## src/tag_pkg.sv

```systemverilog
// constants, field layout and helper functions of the tag control core
// assumes a single 100 MHz system clock; carrier counts are in carrier cycles
package tag_pkg;
    // ------------------------------------------------------------------
    // memory organisation
    // ------------------------------------------------------------------
    localparam int NUM_BLOCKS = 11;
    localparam int BLOCK_W = 33;
    localparam int LOCK_BIT = 0;
    localparam logic [3:0] CFG_IDX = 4'h0; // page 0 block 0
    localparam logic [3:0] OPT_IDX = 4'hA; // page 1 block 3
    localparam logic [3:0] PAGE1_BASE = 4'h7; // page 1 block n at 7 + n
    localparam logic [3:0] BAD_IDX = 4'hF;
    localparam logic [32:0] CFG_RESET = 33'h0_0018_70E0;
    localparam logic [32:0] OPT_RESET = 33'h0_0000_0000;
    localparam logic [32:0] USER_RESET = 33'h0_0000_0000;
    localparam logic [32:0] TRACE_RESET = 33'h0_0000_0001; // arbitrary, locked

    // ------------------------------------------------------------------
    // configuration word fields (data bits 32:1 of block 0)
    // ------------------------------------------------------------------
    localparam int CFG_RATE_LSB = 18; // 6 bits binary, low 3 bits fixed
    localparam int CFG_EXT_BIT = 17; // 1: binary rate selection
    localparam int CFG_MOD_LSB = 12; // 3 bits modulation
    localparam int CFG_MAXBLK_LSB = 5; // 3 bits last block sent
    localparam int CFG_INV_BIT = 4; // inverse data output

    localparam logic [2:0] MOD_NRZ = 3'h0;
    localparam logic [2:0] MOD_PSK = 3'h1;
    localparam logic [2:0] MOD_FSK = 3'h2;
    localparam logic [2:0] MOD_MANCH = 3'h3;
    localparam logic [2:0] MOD_BIPHASE = 3'h4;

    // ------------------------------------------------------------------
    // downlink and FSK subcarrier timing in carrier cycles and command layout
    // ------------------------------------------------------------------
    localparam logic [6:0] ZERO_MIN_FC = 7'h08;
    localparam logic [6:0] ONE_MIN_FC = 7'h20;
    localparam logic [6:0] ONE_MAX_FC = 7'h3F;
    localparam logic [6:0] END_FC = 7'h40;
    localparam logic [2:0] FSK_ZERO_HALF = 3'h4;
    localparam logic [2:0] FSK_ONE_HALF = 3'h5;
    localparam logic [1:0] OP_RESET = 2'h0;
    localparam logic [1:0] OP_PAGE0 = 2'h2;
    localparam logic [1:0] OP_PAGE1 = 2'h3;
    localparam logic [5:0] LEN_RESET = 6'h02;
    localparam logic [5:0] LEN_READ = 6'h06;
    localparam logic [5:0] LEN_WRITE = 6'h26;

    typedef enum logic [1:0] {ST_READ, ST_RECEIVE, ST_DECODE} state_type;

    // carrier divisor from configuration word
    function automatic logic [7:0] rate_divisor(input logic [31:0] cfg);
        logic [5:0] r;
        r = cfg[CFG_RATE_LSB +: 6];
        if (cfg[CFG_EXT_BIT]) begin
            rate_divisor = {1'b0, r, 1'b0} + 8'h02;
        end else begin
            case (r[2:0])
                3'h0: rate_divisor = 8'h08;
                3'h1: rate_divisor = 8'h10;
                3'h2: rate_divisor = 8'h20;
                3'h3: rate_divisor = 8'h28;
                3'h4: rate_divisor = 8'h32;
                3'h5: rate_divisor = 8'h40;
                3'h6: rate_divisor = 8'h64;
                default: rate_divisor = 8'h80;
            endcase
        end
    endfunction : rate_divisor

    // block index from page and address; block 0 ignores the page
    function automatic logic [3:0] block_index(input logic page,
                                               input logic [2:0] addr);
        if (addr == 3'h0) begin
            block_index = CFG_IDX;
        end else if (!page) begin
            block_index = {1'b0, addr};
        end else if (addr <= 3'h3) begin
            block_index = PAGE1_BASE + {1'b0, addr};
        end else begin
            block_index = BAD_IDX;
        end
    endfunction : block_index
endpackage : tag_pkg

```

## src/rfid_tag_control_logic.sv

```systemverilog
// control core of a passive read/write transponder
// assumes carrier and field-present pins are asynchronous to clk_in
// Overview of operation
// option register shadows page 1 block 3 and is readable
// option shadow refreshes during read mode and reloads on any reset
// configuration register shadows block 0 and is readable
// configuration shadow refreshes during read and reloads on any reset
// binary rate selection gives any even divisor from 2 to 128
// fixed rate selection gives divisors 8,16,32,40,50,64,100,128
// downlink decoder finds field gaps and validates interval encoding
// controller decodes commands and flags protocol violations
// controller governs all memory reads, writes and write protection
// uplink offers Manchester, bi-phase, FSK, PSK and NRZ encoding
// all logic is timed by the recovered carrier clock; here every flop runs on clk_in, and the carrier only gives enable ticks
// reader sends bits as intervals between full carrier gaps
// uplink bits switch a load across the coil
// memory holds 11 blocks of 33 bits, accessed whole
// a set protection bit blocks further writes to its block
// protection bit is bit 0 and cannot itself be rewritten
// address 0 always selects page 0 block 0
// bit-rate strobe fires each time the divisor count is reached
// invalid downlink is discarded and the tag resumes reading
module rfid_tag_control_logic (
    input wire logic clk_in,
    input wire logic rstn_in,
    input wire logic carrier_field_clock_in,
    input wire logic field_present_in,
    output logic load_mod_out,
    output logic [31:0] config_reg_out,
    output logic [31:0] option_reg_out,
    output logic cmd_error_out,
    output logic write_done_out
);
    // ------------------------------------------------------------------
    // pin synchronisers and edge detection
    // ------------------------------------------------------------------
    logic [1:0] carr_sync;
    logic carr_prev;
    logic [1:0] fld_sync;
    logic fld_prev;
    logic carrier_tick;
    logic gap_start;

    // two flops per pin before any use
    always_ff @(posedge clk_in) begin
        if (!rstn_in) begin
            carr_sync <= 2'h0;
            carr_prev <= 1'b0;
            fld_sync <= 2'h0;
            fld_prev <= 1'b0;
        end else begin
            carr_sync <= {carr_sync[0], carrier_field_clock_in};
            carr_prev <= carr_sync[1];
            fld_sync <= {fld_sync[0], field_present_in};
            fld_prev <= fld_sync[1];
        end
    end

    assign carrier_tick = carr_sync[1] & ~carr_prev;
    assign gap_start = fld_prev & ~fld_sync[1];

    // ------------------------------------------------------------------
    // downlink receiver
    // ------------------------------------------------------------------
    tag_pkg::state_type state;
    logic [6:0] interval;
    logic [5:0] nbits;
    logic [37:0] rx_bits;
    logic rx_error;
    logic bit_value;
    logic bit_bad;

    // classify the interval closed by a gap
    always_comb begin
        bit_bad = interval < tag_pkg::ZERO_MIN_FC;
        bit_value = interval >= tag_pkg::ONE_MIN_FC;
    end

    // gap detection and interval decoding
    always_ff @(posedge clk_in) begin
        rx_error <= 1'b0;
        if (!rstn_in) begin
            state <= tag_pkg::ST_READ;
            interval <= 7'h00;
            nbits <= 6'h00;
            rx_bits <= 38'h0;
        end else begin
            case (state)
                tag_pkg::ST_READ: begin
                    if (gap_start) begin
                        state <= tag_pkg::ST_RECEIVE;
                        interval <= 7'h00;
                        nbits <= 6'h00;
                    end
                end
                tag_pkg::ST_RECEIVE: begin
                    if (gap_start) begin
                        interval <= 7'h00;
                        if (bit_bad || nbits == tag_pkg::LEN_WRITE) begin
                            state <= tag_pkg::ST_READ;
                            rx_error <= 1'b1;
                        end else begin
                            rx_bits <= {rx_bits[36:0], bit_value};
                            nbits <= nbits + 6'h01;
                        end
                    end else if (carrier_tick && fld_sync[1]) begin
                        if (interval + 7'h01 >= tag_pkg::END_FC) begin
                            state <= tag_pkg::ST_DECODE;
                        end
                        interval <= interval + 7'h01;
                    end
                end
                tag_pkg::ST_DECODE: begin
                    state <= tag_pkg::ST_READ;
                end
                default: begin
                    state <= tag_pkg::ST_READ;
                end
            endcase
        end
    end

    // ------------------------------------------------------------------
    // command decode
    // ------------------------------------------------------------------
    logic [32:0] mem [tag_pkg::NUM_BLOCKS];
    logic dec_write;
    logic dec_read;
    logic dec_reset;
    logic dec_error;
    logic [3:0] dec_idx;

    // decode a finished stream by its length and opcode
    always_comb begin
        dec_write = 1'b0;
        dec_read = 1'b0;
        dec_reset = 1'b0;
        dec_error = 1'b0;
        dec_idx = tag_pkg::BAD_IDX;
        if (state == tag_pkg::ST_DECODE) begin
            if (nbits == tag_pkg::LEN_WRITE && rx_bits[37]) begin
                dec_idx = tag_pkg::block_index(rx_bits[36], rx_bits[2:0]);
                dec_write = dec_idx != tag_pkg::BAD_IDX
                    && !mem[dec_idx][tag_pkg::LOCK_BIT];
                dec_error = !dec_write;
            end else if (nbits == tag_pkg::LEN_READ && rx_bits[5]
                         && !rx_bits[3]) begin
                dec_idx = tag_pkg::block_index(rx_bits[4], rx_bits[2:0]);
                dec_read = dec_idx != tag_pkg::BAD_IDX;
                dec_error = !dec_read;
            end else if (nbits == tag_pkg::LEN_RESET
                         && rx_bits[1:0] == tag_pkg::OP_RESET) begin
                dec_reset = 1'b1;
            end else begin
                dec_error = 1'b1;
            end
        end
    end

    // ------------------------------------------------------------------
    // block memory
    // ------------------------------------------------------------------
    // whole-block writes only, data and lock bit together
    always_ff @(posedge clk_in) begin
        if (!rstn_in) begin
            for (int i = 0; i < tag_pkg::NUM_BLOCKS; i++) begin
                mem[i] <= tag_pkg::USER_RESET;
            end
            mem[tag_pkg::CFG_IDX] <= tag_pkg::CFG_RESET;
            mem[4'h8] <= tag_pkg::TRACE_RESET;
            mem[4'h9] <= tag_pkg::TRACE_RESET;
            mem[tag_pkg::OPT_IDX] <= tag_pkg::OPT_RESET;
        end else if (dec_write) begin
            mem[dec_idx] <= {rx_bits[34:3], rx_bits[35]};
        end
    end

    // completion and error reporting, a new error wins over the clear
    always_ff @(posedge clk_in) begin
        if (!rstn_in) begin
            cmd_error_out <= 1'b0;
            write_done_out <= 1'b0;
        end else begin
            write_done_out <= dec_write;
            if (rx_error || dec_error) begin
                cmd_error_out <= 1'b1;
            end else if (gap_start && state == tag_pkg::ST_READ) begin
                cmd_error_out <= 1'b0;
            end
        end
    end

    // ------------------------------------------------------------------
    // shadow registers
    // ------------------------------------------------------------------
    // follow memory while reading; reload after any reset
    always_ff @(posedge clk_in) begin
        if (!rstn_in) begin
            config_reg_out <= tag_pkg::CFG_RESET[32:1];
            option_reg_out <= tag_pkg::OPT_RESET[32:1];
        end else if (state == tag_pkg::ST_READ || dec_reset) begin
            config_reg_out <= mem[tag_pkg::CFG_IDX][32:1];
            option_reg_out <= mem[tag_pkg::OPT_IDX][32:1];
        end
    end

    // ------------------------------------------------------------------
    // uplink sequencing
    // ------------------------------------------------------------------
    logic direct_read;
    logic [3:0] tx_idx;
    logic [4:0] bit_ptr;
    logic bit_strobe;
    logic [2:0] max_blk;
    logic tx_bit;

    assign max_blk = config_reg_out[tag_pkg::CFG_MAXBLK_LSB +: 3];
    assign tx_bit = mem[tx_idx][5'd31 - bit_ptr + 6'd1];

    // walk data bits 32..1 of the selected blocks
    always_ff @(posedge clk_in) begin
        if (!rstn_in) begin
            direct_read <= 1'b0;
            tx_idx <= 4'h1;
            bit_ptr <= 5'h00;
        end else if (dec_reset) begin
            direct_read <= 1'b0;
            tx_idx <= 4'h1;
            bit_ptr <= 5'h00;
        end else if (dec_read) begin
            direct_read <= 1'b1;
            tx_idx <= dec_idx;
            bit_ptr <= 5'h00;
        end else if (bit_strobe) begin
            bit_ptr <= bit_ptr + 5'h01;
            if (bit_ptr == 5'h1F && !direct_read) begin
                if (tx_idx >= {1'b0, max_blk} || max_blk == 3'h0) begin
                    tx_idx <= 4'h1;
                end else begin
                    tx_idx <= tx_idx + 4'h1;
                end
            end
        end
    end

    uplink_encoder u_enc (
        .clk_in(clk_in),
        .rstn_in(rstn_in),
        .carrier_tick_in(carrier_tick),
        .enable_in(state == tag_pkg::ST_READ && fld_sync[1]),
        .divisor_in(tag_pkg::rate_divisor(config_reg_out)),
        .mod_sel_in(config_reg_out[tag_pkg::CFG_MOD_LSB +: 3]),
        .invert_in(config_reg_out[tag_pkg::CFG_INV_BIT]),
        .bit_in(tx_bit),
        .bit_strobe_out(bit_strobe),
        .load_out(load_mod_out)
    );
endmodule : rfid_tag_control_logic

```

## src/uplink_encoder.sv

```systemverilog
// bit-rate generator and uplink modulator of the tag
// assumes carrier_tick_in is a one-cycle pulse per carrier cycle
module uplink_encoder (
    input wire logic clk_in,
    input wire logic rstn_in,
    input wire logic carrier_tick_in,
    input wire logic enable_in,
    input wire logic [7:0] divisor_in,
    input wire logic [2:0] mod_sel_in,
    input wire logic invert_in,
    input wire logic bit_in,
    output logic bit_strobe_out,
    output logic load_out
);
    logic [7:0] cnt;
    logic bit_reg;
    logic bp_level;
    logic psk_phase;
    logic [2:0] sub_cnt;
    logic sub_level;
    logic next_load;
    logic phase2;
    logic bit_end;

    assign bit_end = carrier_tick_in && (cnt == divisor_in - 8'h01);
    assign phase2 = cnt >= {1'b0, divisor_in[7:1]};

    // carrier counter, one strobe per bit period
    always_ff @(posedge clk_in) begin
        bit_strobe_out <= 1'b0;
        if (!rstn_in || !enable_in) begin
            cnt <= 8'h00;
        end else if (bit_end) begin
            cnt <= 8'h00;
            bit_strobe_out <= 1'b1;
        end else if (carrier_tick_in) begin
            cnt <= cnt + 8'h01;
        end
    end

    // latch the bit and the bit-boundary phase state
    always_ff @(posedge clk_in) begin
        if (!rstn_in) begin
            bit_reg <= 1'b0;
            bp_level <= 1'b0;
            psk_phase <= 1'b0;
        end else if (enable_in && bit_end) begin
            bit_reg <= bit_in;
            bp_level <= ~bp_level;
            psk_phase <= psk_phase ^ bit_in;
        end
    end

    // subcarrier for frequency and phase shift keying
    always_ff @(posedge clk_in) begin
        if (!rstn_in) begin
            sub_cnt <= 3'h0;
            sub_level <= 1'b0;
        end else if (carrier_tick_in) begin
            if (mod_sel_in == tag_pkg::MOD_PSK) begin
                sub_level <= ~sub_level;
                sub_cnt <= 3'h0;
            end else if (sub_cnt + 3'h1 >= (bit_reg ? tag_pkg::FSK_ONE_HALF
                                           : tag_pkg::FSK_ZERO_HALF)) begin
                sub_level <= ~sub_level;
                sub_cnt <= 3'h0;
            end else begin
                sub_cnt <= sub_cnt + 3'h1;
            end
        end
    end

    // encoding select
    always_comb begin
        case (mod_sel_in)
            tag_pkg::MOD_NRZ: next_load = bit_reg;
            tag_pkg::MOD_PSK: next_load = sub_level ^ psk_phase;
            tag_pkg::MOD_FSK: next_load = sub_level;
            tag_pkg::MOD_MANCH: next_load = phase2 ? bit_reg : ~bit_reg;
            tag_pkg::MOD_BIPHASE: next_load = bp_level ^ (phase2 & ~bit_reg);
            default: next_load = bit_reg;
        endcase
    end

    // coil load switch, idle off
    always_ff @(posedge clk_in) begin
        if (!rstn_in) begin
            load_out <= 1'b0;
        end else begin
            load_out <= enable_in & (next_load ^ invert_in);
        end
    end
endmodule : uplink_encoder
```

## config.mk

```make
export PLATFORM = sky130hd
export DESIGN_NAME = rfid_tag_control_logic
export DESIGN_NICKNAME = d
export VERILOG_FILES = /design/src/tag_pkg.sv /design/src/rfid_tag_control_logic.sv /design/src/uplink_encoder.sv
export SDC_FILE = /design/constraint.sdc
export NUM_CORES = 1
export LEC_CHECK = 0
export BUFFER_PORTS_ARGS = -buffer_cell sky130_fd_sc_hd__buf_2
export CORE_UTILIZATION = 55
export CTS_CLUSTER_SIZE = 8
export DETAILED_ROUTE_END_ITERATION = 12
export GPL_TIMING_DRIVEN = 0
export PLACE_DENSITY = 0.71
export SYNTH_ARGS = -nofsm -noshare
export SYNTH_HDL_FRONTEND = slang
export SYNTH_HIERARCHICAL = 1
export SYNTH_SLANG_ARGS = --single-unit
```

## constraint.sdc

```tcl
create_clock -name clk_in -period 7.3 [get_ports clk_in]
set_clock_uncertainty 0.1 [all_clocks]
set_input_delay 1.095 -clock clk_in [delete_from_list [all_inputs] [get_ports clk_in]]
set_output_delay 1.095 -clock clk_in [all_outputs]
set_load 0.05 [all_outputs]
```

==> metrics.txt <==
status=finished, final reports clean; IR drop worst, VDD=244 uV; CP endpoint kind=register; flop2flop setup slack=1.88 ns; Die Ht=238 um; worst slew pin tran=1.43 ns; Setup Buffers After CTS=0; Post-Syn Area=30600 um2; CTS tree=yes; first-pass GRT wire length=151000 um; register area share after synthesis=62.1%; clock sinks=685; leakage=11.5 nW; # H-tree levels=3; CP required=7.75 ns; ys async rst share=0%; critical path cell sequence=buf_4 > buf_4 > buf_1 > buf_2 > mux4_2 > nand2_1 > a31oi_1 > nand3_1 > a21oi_1 > o221ai_1 > o211ai_1 > nand2_1 > or4_1 > a21boi_1; worst min-delay path class=reg2reg; Post-Syn Instances=2386; synthesized flop and latch total=685; total power=8.86 mW; Synth Flop Type=edfxtp_1; DR DRC count=0; R2R Path End=u_enc/psk_phase$_SDFFE_PN0P_; via count=22800; Largest Register=mem; Syn. warnings=6; RePlAce Congestion=1.10; Max-slew headroom=4.35%; post_cts resized=0; largest net degree at the start of global routing=26; Max Slew Vio Count=0; CTS max path bufs=3; nature of the critical path startpoint=register; row count=86; Worst-path clk slew=0.05 ns; hold path depth=1; worst skew pair latency=0.66 ns; r2r worst-path depth=14; hpwl dp=76800 um; die width=238 um; final wirelength=106000 um; final hold vios=0; crit path DAT=5.87 ns; initial core utilization=55.6%; IO Pins=71; crit path to=u_enc/psk_phase$_SDFFE_PN0P_; Highest Clock Rate=0.185 GHz; nets=2651; post-layout min period=5.42 ns; share of layout cells above drive strength 1=16.2%; Final setup viols=0; drt wl/cell=31.1 um; CTS Buf Count=96; critical path peak fanout=10; commonest non-fill, non-tap cells in the layout=528 x edfxtp_1, 337 x nor3_1, 266 x nand2_1; ratio of final minimum period to clock period=74.2%; Power Dens Cells=251 nW/um2; synthesis-to-layout area growth=15.4%; initial antenna violation count=2; most common cell after layout, fill and taps aside=edfxtp_1; top flop regs=mem (528), rx_bits (38); Max stage delay on crit path=0.97 ns; GRT Residual Overflow=0; Crit-path slowest cell=buf_1; fillers=4289; Final ANT Viol Nets=0; Yosys cell types=83; Clock Tree Root=clkbuf_16; CP Class=reg2reg; EDFF count, synth=528; Syn Area/Cell=12.8 um2; number of vias per cell=6.68; vias in the first global route=22300; cell area after layout=35300 um2; Initial DRC Count=3220; max FFs per register=528; Max-cap violations=0; core area=55100 um2; overall routing resource usage=37.8%; Util after Layout=64.1%; RSZ-0062 raised after global routing=no; Pre-Repair DR Iteration Count=7; dpl cell area=32600 um2; count of input and output buffers=69; Die ar.=56600 um2; hold_buf cts=0
logic make-up after synthesis:
group | Yosys count | share of synthesized area (%)
other | 1 | 0.0123
multiplexers | 165 | 10.3
XOR/XNOR | 36 | 1.05
buffers and inverters | 285 | 4.07
flip-flops | 685 | 62.1
adder cells (fa/ha/maj) | 30 | 1.23
AND/OR/NAND/NOR | 851 | 13.4
AO/OA/AOI/OAI | 333 | 7.80
cells in the mapped netlist, drive strengths merged (30+ instances only):
library cell  instances  area (um2)
a21boi               97         728
a21oi                40         200
a22oi                37         278
buf                  80         475
clkbuf              135         507
dfxtp               157        3140
edfxtp              528       15900
ha                   30         375
inv                  69         259
mux2i                41         410
mux4                119        2700
nand2               266         998
nor2                 83         312
nor3                339        1700
o21ai                41         205
how the worst min path moves through the flow:
stage / slack, ns / end / from
finish: 0.34 / fld_sync[1]$_SDFF_PN0_ / fld_sync[0]$_SDFF_PN0_
global route: 0.35 / fld_sync[1]$_SDFF_PN0_ / fld_sync[0]$_SDFF_PN0_
CTS: 0.34 / carr_sync[1]$_SDFF_PN0_ / carr_sync[0]$_SDFF_PN0_
detailed placement: 0.33 / fld_sync[1]$_SDFF_PN0_ / fld_sync[0]$_SDFF_PN0_
global placement: 0.31 / carr_sync[1]$_SDFF_PN0_ / carr_sync[0]$_SDFF_PN0_
floorplan: 0.31 / carr_sync[1]$_SDFF_PN0_ / carr_sync[0]$_SDFF_PN0_
layer usage:
metal | part of all wire (%) | routed length, um | track usage (%) | vias to the layer above
li1 | - | - | - | 9401
met1 | 36 | 37700 | 49.2 | 11200
met2 | 45 | 48100 | 57.7 | 1825
met3 | 13 | 13300 | 8.90 | 375
met4 | 6.6 | 7010 | 23.1 | 2
met5 | 0.015 | 16 | 0 | -
final cells by class:
class | instances | area [um2] | area share, %
Clock inverter | 9 | 145 | 0.411
Inverter | 70 | 263 | 0.744
Timing Repair Buffer | 96 | 781 | 2.21
Antenna cell | 1 | 2.50 | 0.00708
Sequential cell | 685 | 19000 | 53.8
Clock buffer | 139 | 2560 | 7.26
Multi-Input combinational cell | 1453 | 10600 | 30.1
Tap cell | 748 | 936 | 2.65
Buffer | 215 | 982 | 2.78
per-stage QoR:
stage          hold WS, ns  cells  TNS (ns)  worst slack (ns)
2_1_floorplan        0.312   2423         0              1.24
5_1_grt              0.347   3415         0              1.86
4_1_cts              0.340   3415         0              2.11
3_5_place_dp         0.327   3267         0              2.13
6_report             0.336   3416         0              1.88
3_3_place_gp         0.314   3240   -443.45             -4.23
worst max-delay path, delay by kind of cell, from the launching register on:
kind | cells | cell delay [ns]
simple gates | 4 | 0.73
flops | 1 | 0.36
buf+inv | 4 | 2.30
compound gates | 5 | 1.43
mux | 1 | 0.35
where the power goes:
group | internal, mW | switching [mW]
sequential | 4.32 | 0.0796
clock | 2.41 | 1.68
combinational | 0.128 | 0.251
(Power assumes the default switching activity.)
